### config.mk
export PLATFORM = sky130hd
export DESIGN_NAME = mvpc_top
export DESIGN_NICKNAME = d
export VERILOG_FILES = /design/src/rtl/mvpc_pkg.sv /design/src/rtl/mvpc_top.sv /design/src/rtl/mvpc_chan.sv
export SDC_FILE = /design/constraint.sdc
export NUM_CORES = 1
export LEC_CHECK = 0
export BUFFER_PORTS_ARGS = -buffer_cell sky130_fd_sc_hd__buf_4
export CAP_MARGIN = 5
export CORE_AREA = 2 2 119 121
export CTS_CLUSTER_DIAMETER = 150
export DETAILED_ROUTE_END_ITERATION = 8
export DIE_AREA = 0 0 121 123
export PLACE_DENSITY_LB_ADDON = 0.3
export SYNTH_ARGS = -nofsm -noshare
export SYNTH_HDL_FRONTEND = slang
export SYNTH_SLANG_ARGS = --single-unit
### constraint.sdc
create_clock -name REF_CLK_IN -period 11.2 [get_ports REF_CLK_IN]
set_input_delay 0.56 -clock REF_CLK_IN [delete_from_list [all_inputs] [get_ports REF_CLK_IN]]
set_output_delay 0.56 -clock REF_CLK_IN [all_outputs]
set_load 0.03 [all_outputs]
### src/rtl/mvpc_pkg.sv
// Shared constants and types for the multiphase phase and voltage-code control block
package mvpc_pkg;
	localparam int unsigned NCH = 2;
	localparam int unsigned MAXPH_A = 6;
	localparam int unsigned MAXPH_B = 3;
	localparam int unsigned PW_A = 3;
	localparam int unsigned PW_B = 2;

	// Register byte offsets
	localparam logic [7:0] ADDR_CTRL = 8'h00;
	localparam logic [7:0] ADDR_VOUT_A = 8'h04;
	localparam logic [7:0] ADDR_VOUT_B = 8'h08;
	localparam logic [7:0] ADDR_DROOP_A = 8'h0C;
	localparam logic [7:0] ADDR_DROOP_B = 8'h10;
	localparam logic [7:0] ADDR_PEAK_EFF = 8'h14;
	localparam logic [7:0] ADDR_SHED_OFS = 8'h18;
	localparam logic [7:0] ADDR_STATUS = 8'h1C;
	localparam logic [7:0] ADDR_DAC_A = 8'h20;
	localparam logic [7:0] ADDR_DAC_B = 8'h24;

	// Control, peak-efficiency, offset and status register fields
	localparam int unsigned CTRL_RES_LSB = 0;
	localparam int unsigned CTRL_PHA_LSB = 2;
	localparam int unsigned CTRL_PHB_LSB = 5;
	localparam int unsigned CTRL_SHED_EN_BIT = 7;
	localparam int unsigned PEAK_EFF_LSB = 0;
	localparam int unsigned SHED_OFS_LSB = 14;
	localparam int unsigned ST_ACTA_LSB = 8;
	localparam int unsigned ST_HOLDA_BIT = 11;
	localparam int unsigned ST_HOLDB_BIT = 12;
	localparam int unsigned ST_SHED_BIT = 13;

	// Reset values
	localparam logic [1:0] RST_RES = 2'h0;
	localparam logic [2:0] RST_PHA = 3'h6;
	localparam logic [1:0] RST_PHB = 2'h2;
	localparam logic [7:0] RST_VOUT = 8'h00;
	localparam logic [5:0] RST_DROOP_A = 6'h00;
	localparam logic [3:0] RST_DROOP_B = 4'h0;

	// Voltage code decode, targets in millivolts
	localparam logic [7:0] VID_OFF = 8'h00;
	localparam logic [11:0] VID_BASE_5MV = 12'h0FA;
	localparam logic [11:0] VID_BASE_10MV = 12'h1F4;
	localparam logic [3:0] VID_STEP_5MV = 4'h5;
	localparam logic [3:0] VID_STEP_10MV = 4'hA;
	localparam logic [7:0] VID_MAX_5MV = 8'hFF;
	localparam logic [7:0] VID_MAX_10MV = 8'hE6;

	// Six-to-five threshold in amps: base includes the -2 A of offset code 00b
	localparam logic [7:0] SHED_BASE [4] = '{8'h3A, 8'h44, 8'h4E, 8'h58};
	localparam logic [7:0] SHED_OFS [4] = '{8'h00, 8'h02, 8'h04, 8'h06};

	localparam logic [31:0] APB_ZERO = 32'h0000_0000;

	typedef enum logic {
		GATE_RUN = 1'b0,
		GATE_HOLD = 1'b1
	} mvpc_gate_t;

	typedef enum logic {
		SHED_FULL = 1'b0,
		SHED_DROPPED = 1'b1
	} mvpc_shed_t;
endpackage : mvpc_pkg

### src/rtl/mvpc_top.sv
// Top: APB registers, voltage-code decode, droop, shedding threshold and two channels
// Function
// - Comparator crossing starts one trigger pulse
// - Each trigger fires one phase exactly once
// - Single phase: every trigger to same phase
// - Triggers rotate over n phases in order
// - Channel A droop: 64 codes, 0-3.125 mOhm
// - Channel B droop: 16 codes, 0-0.875 mOhm
// - Code 0 off, 1 is base, step adds
// - Ack all codes, ignore unsupported ones
// - Peak-efficiency field picks threshold base point
// - Offset field adds -2 to 4 A
// - Gate pulses after release until overshoot peak
module mvpc_top (
	input wire logic REF_CLK_IN,
	input wire logic NRST_IN,
	input wire logic PSEL_IN,
	input wire logic PENABLE_IN,
	input wire logic PWRITE_IN,
	input wire logic [7:0] PADDR_IN,
	input wire logic [31:0] PWDATA_IN,
	output logic [31:0] PRDATA_OUT,
	output logic PREADY_OUT,
	output logic PSLVERR_OUT,
	input wire logic CMP_A_IN,
	input wire logic CMP_B_IN,
	input wire logic LOAD_REL_A_IN,
	input wire logic LOAD_REL_B_IN,
	input wire logic OVS_PEAK_A_IN,
	input wire logic OVS_PEAK_B_IN,
	input wire logic [7:0] AVG_CURRENT_A_IN,
	output logic PHASE_ON_TRIGGER_A_OUT,
	output logic PHASE_ON_TRIGGER_B_OUT,
	output logic [5:0] PHASE_ON_A_OUT,
	output logic [2:0] PHASE_ON_B_OUT,
	output logic [11:0] DAC_TARGET_A_OUT,
	output logic [11:0] DAC_TARGET_B_OUT,
	output logic [5:0] DROOP_A_OUT,
	output logic [3:0] DROOP_B_OUT,
	output logic [7:0] SHED_THRESHOLD_OUT,
	output logic [2:0] ACTIVE_PHASES_A_OUT
);
	logic rst_s1;
	logic rst_n;

	// Reset is asserted at once and released through two flops
	always_ff @(posedge REF_CLK_IN or negedge NRST_IN) begin
		if (!NRST_IN) begin
			rst_s1 <= 1'b0;
			rst_n <= 1'b0;
		end else begin
			rst_s1 <= 1'b1;
			rst_n <= rst_s1;
		end
	end

	// Configuration state
	logic [1:0] res_10mv;
	logic [2:0] phases_a;
	logic [1:0] phases_b;
	logic shed_en;
	logic [7:0] vout [mvpc_pkg::NCH];
	logic [11:0] dac [mvpc_pkg::NCH];
	logic [5:0] droop_a;
	logic [3:0] droop_b;
	logic [1:0] shed_peak_eff_reg;
	logic [1:0] shed_offset_reg;
	mvpc_pkg::mvpc_shed_t shed;
	mvpc_pkg::mvpc_shed_t next_shed;
	logic [31:0] rdata;
	logic slverr;

	// APB decode
	wire setup = PSEL_IN & ~PENABLE_IN;
	wire wr = PSEL_IN & PENABLE_IN & PWRITE_IN;
	wire hit_ctrl = (PADDR_IN == mvpc_pkg::ADDR_CTRL);
	wire hit_vout_a = (PADDR_IN == mvpc_pkg::ADDR_VOUT_A);
	wire hit_vout_b = (PADDR_IN == mvpc_pkg::ADDR_VOUT_B);
	wire hit_droop_a = (PADDR_IN == mvpc_pkg::ADDR_DROOP_A);
	wire hit_droop_b = (PADDR_IN == mvpc_pkg::ADDR_DROOP_B);
	wire hit_peak = (PADDR_IN == mvpc_pkg::ADDR_PEAK_EFF);
	wire hit_ofs = (PADDR_IN == mvpc_pkg::ADDR_SHED_OFS);
	wire hit_status = (PADDR_IN == mvpc_pkg::ADDR_STATUS);
	wire hit_dac_a = (PADDR_IN == mvpc_pkg::ADDR_DAC_A);
	wire hit_dac_b = (PADDR_IN == mvpc_pkg::ADDR_DAC_B);
	wire mapped = hit_ctrl | hit_vout_a | hit_vout_b | hit_droop_a | hit_droop_b |
		hit_peak | hit_ofs | hit_status | hit_dac_a | hit_dac_b;

	// Control field extraction from write data
	wire [1:0] wr_res = PWDATA_IN[mvpc_pkg::CTRL_RES_LSB +: 2];
	wire [2:0] wr_pha = PWDATA_IN[mvpc_pkg::CTRL_PHA_LSB +: 3];
	wire [1:0] wr_phb = PWDATA_IN[mvpc_pkg::CTRL_PHB_LSB +: 2];
	wire wr_shed_en = PWDATA_IN[mvpc_pkg::CTRL_SHED_EN_BIT];
	wire [7:0] wr_code = PWDATA_IN[7:0];

	// A phase count of zero or above the channel maximum leaves the old count in place
	wire pha_ok = (wr_pha != 3'h0) && (wr_pha <= 3'(mvpc_pkg::MAXPH_A));
	wire phb_ok = (wr_phb != 2'h0) && (wr_phb <= 2'(mvpc_pkg::MAXPH_B));

	always_ff @(posedge REF_CLK_IN or negedge rst_n) begin
		if (!rst_n) begin
			res_10mv <= mvpc_pkg::RST_RES;
			phases_a <= mvpc_pkg::RST_PHA;
			phases_b <= mvpc_pkg::RST_PHB;
			shed_en <= 1'b0;
		end else if (wr && hit_ctrl) begin
			res_10mv <= wr_res;
			shed_en <= wr_shed_en;
			if (pha_ok) begin
				phases_a <= wr_pha;
			end
			if (phb_ok) begin
				phases_b <= wr_phb;
			end
		end
	end

	always_ff @(posedge REF_CLK_IN or negedge rst_n) begin
		if (!rst_n) begin
			droop_a <= mvpc_pkg::RST_DROOP_A;
			droop_b <= mvpc_pkg::RST_DROOP_B;
			shed_peak_eff_reg <= 2'h0;
			shed_offset_reg <= 2'h0;
		end else if (wr) begin
			if (hit_droop_a) begin
				droop_a <= PWDATA_IN[5:0];
			end
			if (hit_droop_b) begin
				droop_b <= PWDATA_IN[3:0];
			end
			if (hit_peak) begin
				shed_peak_eff_reg <= PWDATA_IN[mvpc_pkg::PEAK_EFF_LSB +: 2];
			end
			if (hit_ofs) begin
				shed_offset_reg <= PWDATA_IN[mvpc_pkg::SHED_OFS_LSB +: 2];
			end
		end
	end

	// Per-channel voltage code acceptance and decode
	wire [mvpc_pkg::NCH-1:0] hit_vout = {hit_vout_b, hit_vout_a};

	genvar c;
	generate
		for (c = 0; c < mvpc_pkg::NCH; c++) begin : g_vid
			wire [7:0] max_code = res_10mv[c] ? mvpc_pkg::VID_MAX_10MV :
				mvpc_pkg::VID_MAX_5MV;
			wire supported = (wr_code <= max_code);
			wire [7:0] steps = vout[c] - 8'h01;
			wire [3:0] step = res_10mv[c] ? mvpc_pkg::VID_STEP_10MV :
				mvpc_pkg::VID_STEP_5MV;
			wire [11:0] base = res_10mv[c] ? mvpc_pkg::VID_BASE_10MV :
				mvpc_pkg::VID_BASE_5MV;
			wire [11:0] next_dac = (vout[c] == mvpc_pkg::VID_OFF) ? 12'h000 :
				base + (12'(steps) * 12'(step));

			// Every code write completes without error; unsupported ones change nothing
			always_ff @(posedge REF_CLK_IN or negedge rst_n) begin
				if (!rst_n) begin
					vout[c] <= mvpc_pkg::RST_VOUT;
				end else if (wr && hit_vout[c] && supported) begin
					vout[c] <= wr_code;
				end
			end

			always_ff @(posedge REF_CLK_IN or negedge rst_n) begin
				if (!rst_n) begin
					dac[c] <= 12'h000;
				end else begin
					dac[c] <= next_dac;
				end
			end
		end
	endgenerate

	// Six-to-five shedding threshold and phase drop
	wire [7:0] shed_threshold_six_to_five = mvpc_pkg::SHED_BASE[shed_peak_eff_reg] +
		mvpc_pkg::SHED_OFS[shed_offset_reg];
	wire six_cfg = (phases_a == 3'(mvpc_pkg::MAXPH_A));
	wire below = (AVG_CURRENT_A_IN < shed_threshold_six_to_five);

	// Average current comes from same-clock telemetry, so it is compared directly
	always_comb begin
		next_shed = shed;
		unique case (shed)
			mvpc_pkg::SHED_FULL: begin
				if (shed_en && six_cfg && below) begin
					next_shed = mvpc_pkg::SHED_DROPPED;
				end
			end
			mvpc_pkg::SHED_DROPPED: begin
				if (!shed_en || !six_cfg || !below) begin
					next_shed = mvpc_pkg::SHED_FULL;
				end
			end
		endcase
	end

	always_ff @(posedge REF_CLK_IN or negedge rst_n) begin
		if (!rst_n) begin
			shed <= mvpc_pkg::SHED_FULL;
		end else begin
			shed <= next_shed;
		end
	end

	wire [2:0] active_a = (shed == mvpc_pkg::SHED_DROPPED) ? 3'(mvpc_pkg::MAXPH_A - 1) :
		phases_a;

	// Channel instances
	logic hold_a;
	logic hold_b;

	mvpc_chan #(
		.MAXPH(mvpc_pkg::MAXPH_A),
		.PW(mvpc_pkg::PW_A)
	) u_chan_a (
		.clk_in(REF_CLK_IN),
		.rst_n_in(rst_n),
		.cmp_in(CMP_A_IN),
		.load_rel_in(LOAD_REL_A_IN),
		.ovs_peak_in(OVS_PEAK_A_IN),
		.nphase_in(active_a),
		.trigger_out(PHASE_ON_TRIGGER_A_OUT),
		.phase_on_out(PHASE_ON_A_OUT),
		.hold_out(hold_a)
	);

	mvpc_chan #(
		.MAXPH(mvpc_pkg::MAXPH_B),
		.PW(mvpc_pkg::PW_B)
	) u_chan_b (
		.clk_in(REF_CLK_IN),
		.rst_n_in(rst_n),
		.cmp_in(CMP_B_IN),
		.load_rel_in(LOAD_REL_B_IN),
		.ovs_peak_in(OVS_PEAK_B_IN),
		.nphase_in(phases_b),
		.trigger_out(PHASE_ON_TRIGGER_B_OUT),
		.phase_on_out(PHASE_ON_B_OUT),
		.hold_out(hold_b)
	);

	// Read data assembly
	logic [31:0] ctrl_word;
	logic [31:0] status_word;

	always_comb begin
		ctrl_word = mvpc_pkg::APB_ZERO;
		ctrl_word[mvpc_pkg::CTRL_RES_LSB +: 2] = res_10mv;
		ctrl_word[mvpc_pkg::CTRL_PHA_LSB +: 3] = phases_a;
		ctrl_word[mvpc_pkg::CTRL_PHB_LSB +: 2] = phases_b;
		ctrl_word[mvpc_pkg::CTRL_SHED_EN_BIT] = shed_en;
		status_word = mvpc_pkg::APB_ZERO;
		status_word[7:0] = shed_threshold_six_to_five;
		status_word[mvpc_pkg::ST_ACTA_LSB +: 3] = active_a;
		status_word[mvpc_pkg::ST_HOLDA_BIT] = hold_a;
		status_word[mvpc_pkg::ST_HOLDB_BIT] = hold_b;
		status_word[mvpc_pkg::ST_SHED_BIT] = (shed == mvpc_pkg::SHED_DROPPED);
	end

	wire [31:0] sel_rdata =
		hit_ctrl ? ctrl_word :
		hit_vout_a ? {24'h00_0000, vout[0]} :
		hit_vout_b ? {24'h00_0000, vout[1]} :
		hit_droop_a ? {26'h000_0000, droop_a} :
		hit_droop_b ? {28'h000_0000, droop_b} :
		hit_peak ? {30'h0000_0000, shed_peak_eff_reg} :
		hit_ofs ? {16'h0000, shed_offset_reg, 14'h0000} :
		hit_status ? status_word :
		hit_dac_a ? {20'h0_0000, dac[0]} :
		hit_dac_b ? {20'h0_0000, dac[1]} :
		mvpc_pkg::APB_ZERO;

	// Answer is prepared in the setup cycle so read data leaves a flop, zero wait states
	always_ff @(posedge REF_CLK_IN or negedge rst_n) begin
		if (!rst_n) begin
			rdata <= mvpc_pkg::APB_ZERO;
			slverr <= 1'b0;
		end else if (setup) begin
			rdata <= PWRITE_IN ? mvpc_pkg::APB_ZERO : sel_rdata;
			slverr <= ~mapped;
		end
	end

	assign PRDATA_OUT = rdata;
	assign PSLVERR_OUT = slverr & PSEL_IN & PENABLE_IN;
	assign PREADY_OUT = 1'b1;
	assign DAC_TARGET_A_OUT = dac[0];
	assign DAC_TARGET_B_OUT = dac[1];
	assign DROOP_A_OUT = droop_a;
	assign DROOP_B_OUT = droop_b;
	assign SHED_THRESHOLD_OUT = shed_threshold_six_to_five;
	assign ACTIVE_PHASES_A_OUT = active_a;
endmodule : mvpc_top

### src/rtl/mvpc_chan.sv
// One channel: comparator trigger, load-release gating and round-robin phase distribution
module mvpc_chan #(
	parameter int unsigned MAXPH = 6,
	parameter int unsigned PW = 3
) (
	input wire logic clk_in,
	input wire logic rst_n_in,
	input wire logic cmp_in,
	input wire logic load_rel_in,
	input wire logic ovs_peak_in,
	input wire logic [PW-1:0] nphase_in,
	output logic trigger_out,
	output logic [MAXPH-1:0] phase_on_out,
	output logic hold_out
);
	logic [2:0] s1;
	logic [2:0] s2;
	logic [2:0] s3;
	logic [PW-1:0] ptr;
	logic [PW-1:0] next_ptr;
	logic [PW-1:0] sel;
	logic [PW-1:0] cur_ptr;
	mvpc_pkg::mvpc_gate_t gate;
	mvpc_pkg::mvpc_gate_t next_gate;
	wire cmp_rise;
	wire rel_rise;
	wire peak_rise;
	wire fire;
	wire ptr_last;

	// Stage one feeds stage two only; edges are taken between stages two and three
	always_ff @(posedge clk_in or negedge rst_n_in) begin
		if (!rst_n_in) begin
			s1 <= 3'h0;
			s2 <= 3'h0;
			s3 <= 3'h0;
		end else begin
			s1 <= {ovs_peak_in, load_rel_in, cmp_in};
			s2 <= s1;
			s3 <= s2;
		end
	end

	assign cmp_rise = s2[0] & ~s3[0];
	assign rel_rise = s2[1] & ~s3[1];
	assign peak_rise = s2[2] & ~s3[2];

	// A release seen together with the peak keeps the gate closed
	assign next_gate = rel_rise ? mvpc_pkg::GATE_HOLD :
		(peak_rise ? mvpc_pkg::GATE_RUN : gate);
	assign fire = cmp_rise & (gate == mvpc_pkg::GATE_RUN);

	// A pointer left beyond a shrunken phase count restarts at phase 0 before it is used
	assign cur_ptr = (ptr >= nphase_in) ? PW'(0) : ptr;
	assign ptr_last = (cur_ptr >= nphase_in - PW'(1));
	assign next_ptr = fire ? (ptr_last ? PW'(0) : cur_ptr + PW'(1)) : cur_ptr;
	assign sel = (nphase_in == PW'(1)) ? PW'(0) : cur_ptr;

	always_ff @(posedge clk_in or negedge rst_n_in) begin
		if (!rst_n_in) begin
			gate <= mvpc_pkg::GATE_RUN;
			ptr <= PW'(0);
			trigger_out <= 1'b0;
		end else begin
			gate <= next_gate;
			ptr <= next_ptr;
			trigger_out <= fire;
		end
	end

	genvar i;
	generate
		for (i = 0; i < MAXPH; i++) begin : g_phase
			always_ff @(posedge clk_in or negedge rst_n_in) begin
				if (!rst_n_in) begin
					phase_on_out[i] <= 1'b0;
				end else begin
					phase_on_out[i] <= fire && (sel == PW'(i));
				end
			end
		end
	endgenerate

	assign hold_out = (gate == mvpc_pkg::GATE_HOLD);
endmodule : mvpc_chan

==> results.toml <==
[clocking]
postCtsSetupBuffers = 0
root_buffer = "clkbuf_16"
cts.clk_slew.worst_paths_ps = 60
clock_latency_ps = 420
cts_inserted_buffers = 17
tritoncts = "built"
h-tree-depth = 4
cts_buffer_depth = 2
cts.sinks = 118

[floorplanning]
floorplan.rows = 43
fp.dieH_um = 123
start_util = 0.588
die_w_um = 121
die_area_um2 = 14900
core_um2 = 13600
pin_count = 149

[timing]
rsz0062_at_grt = "no"
fin_skew_ps = 6.94
fin_crit_sh = 0.422
drv_slew = 0
post-route-min-period_ps = 4720
hold_slack_ps = 249
fmax_mhz = 212
max_slew_margin = 0.274
setup_tns_ps = 0
finalSetupViolations = 0
hold_viol = 0
tightest_slew_ps = 1090

[global_route]
overflow = 0
antenna_found_initial = 0
grt_pass1_vias = 6182
grt_first_pass_wirelength_um = 31800
grt_usage = 0.279
grt_start_max_net_pins = 69

[pwr]
p_switching_mw = 0.408
peakVddDrop_v = 0.000112
power_frac_clock = 0.409
switching_share = 0.320
cellLeakagePower_nw = 4.75
pwr-share-seq = 0.383
p_int_mw = 0.866
p_comb_frac = 0.208
p_per_area_nw_per_um2 = 134

[final_layout]
register_area_um2 = 2960
multi_input_area_um2 = 4530
finalNonFillerCells = 1123
syn2layout_area_growth_pct = 18.5
nets = 1086
drive_above_1_share = 0.211
nFillCells = 1036
stdcell_area_um2 = 9480
antenna_cells = 0

[status]
status = "finished clean"

[min_path]
worstHoldPathType = "input port to flop"
min_from = "LOAD_REL_A_IN"
hold_end = "u_chan_a.s1[1]"
holdPathStages = 1

[synthesis]
synth_cell_types = 69
avgSynthCellArea_um2 = 9.75
seq_area_frac_synth = 0.369
synthTopCellsByCount = "115 x dfrtp_1, 102 x inv_1, 70 x ha_1"
synth_ff_type = "dfrtp_1"
ys_ff_latch = 118
yosysMostFrequentCell = "dfrtp_1"
synth_top_area_cell = "dfrtp_1"
syn_inst = 821
synth_async_sr_flop_share = 1.00
ys_warn_count = 0
synth-edff-count = 0
netlist_area_um2 = 8000
synth_top_area_frac = 0.360
synthTopCellsByArea = "dfrtp_1 36%, ha_1 11%, fa_1 6.8%, inv_1 4.8%, o21ai_0 3.4%"

[placement]
gp_congestion = 0.948
placed_cells_incl_taps = 1090
portBuffers = 107
postPlaceCellArea_um2 = 8910
place_hpwl_um = 15400

[setup_path]
worstPathCellList = "inv_1 -> nand2_1 -> a21boi_0 -> ha_1 -> inv_1 -> fa_1 -> fa_1 -> inv_1 -> fa_1 -> a21o_1 -> a21oi_1 -> o21ai_0 -> o41ai_1 -> xor2_1 -> nor2_1"
r2r_cells = 15
critPathArrivalTime_ps = 4990
required_ps = 11460
crit_path_end_kind = "flop"
rrSetupSlack_ps = 6480
critPathMaxFanout = 19
r2r_start = "res_10mv[1]"
reg2reg_to = "DAC_TARGET_B_OUT[10]"
crit_family = "adder cells"
setup.worst_path.start_class = "flop"
cp.depth = 15
crit_buf_inv = 3
slowest_stage = "dfrtp_1"
max_stage_delay_ps = 770
crit_type = "flop to flop"

[detailed_routing]
drt_iter0_drc = 634
wl_per_cell_um = 18.2
drcViolationCount = 0
drt-pass1-iter-count = 5
via_count = 6520
via_per_inst = 5.81
ant_nets = 0
wirelength_um = 20400

[job]
maxCapViolations = 0
==> cells by family after synthesis <==
family,synth area share
buffers and inverters,0.0764
other,0.000938
and+or+nand+nor,0.152
muxes,0.0561
AOI/OAI and AO/OA,0.134
xor gates and xnor gates,0.0339
adders and majority gates,0.177
DFF,0.369
==> stage by stage <==
step                 util  power (mW)  setup slack (ps)
global placement    0.654       0.748              6620
detailed placement  0.654       0.755              6470
finish              0.697        1.27              6480
global route        0.697        1.32              6040
floorplan               -       0.665              7240
CTS                 0.697        1.27              6450
==> power groups by stage <==
stage / sequential (mW) / combinational [mW] / clock [mW]
finish: 0.487 / 0.265 / 0.521
CTS: 0.487 / 0.265 / 0.520
global placement: 0.493 / 0.254 / 0
floorplan: 0.523 / 0.142 / 0
global route: 0.490 / 0.290 / 0.541
detailed placement: 0.494 / 0.261 / 0
==> worst register-to-register path, delay by kind of cell, from the launching register on <==
family	cells	cell delay [ps]
AO/OA/AOI/OAI	5	1130
XOR/XNOR	1	180
adder cells (fa/ha/maj)	4	1660
buffers and inverters	3	590
flip-flops	1	770
AND/OR/NAND/NOR	2	240
==> placed cells by master, fill, tap and decap left out, types with 5 or more instances in the layout <==
| master | count |
|---|---|
| nor3_1 | 9 |
| xor2_1 | 12 |
| o21a_1 | 5 |
| o22ai_1 | 9 |
| nor2_1 | 58 |
| or2_2 | 11 |
| a22o_1 | 8 |
| buf_4 | 108 |
| a21boi_0 | 7 |
| inv_1 | 102 |
| ha_1 | 70 |
| mux2i_1 | 16 |
| o21ai_0 | 54 |
| mux2_2 | 23 |
| fa_1 | 27 |
| conb_1 | 23 |
| nand3_1 | 18 |
| and3_1 | 6 |
| nor4_1 | 9 |
| a21oi_1 | 34 |
| a21o_1 | 7 |
| nand2b_1 | 11 |
| dfrtp_1 | 114 |
| clkbuf_16 | 17 |
| nand2_1 | 51 |
| nor2b_1 | 9 |
| xnor2_1 | 19 |
| a211oi_1 | 11 |
==> repair_timing <==
item | CTS | global route
hold buffers | 1 | 0
resized for setup | 0 | 0
hold endpoints to repair | 2 | 0
==> how the worst max path moves through the flow <==
| stage | from | to | slack, ps |
|---|---|---|---|
| after global placement | res_10mv[1] | DAC_TARGET_B_OUT[10] | 6620 |
| after CTS | res_10mv[1] | DAC_TARGET_B_OUT[10] | 6450 |
| after detailed placement | res_10mv[1] | DAC_TARGET_B_OUT[10] | 6470 |
| after global routing | res_10mv[1] | DAC_TARGET_B_OUT[10] | 6040 |
| after floorplan | vout[0] | DAC_TARGET_B_OUT[10] | 7240 |
| final | res_10mv[1] | DAC_TARGET_B_OUT[10] | 6480 |
==> metal layers <==
layer	track usage	part of all wire
met3	0.0590	0.078
met5	0	0
met1	0.356	0.40
met2	0.467	0.49
met4	0.110	0.037
==> area by class of cell <==
class                   instances  area share
flip-flops and latches        118       0.312
clock inverters                14      0.0135
inverters                     102      0.0404
repair buffers                109      0.0866
well taps                     180      0.0237
multi-input cells             582       0.477
clock buffers                  18      0.0463
Note: power is estimated with default switching activity, not from simulation.
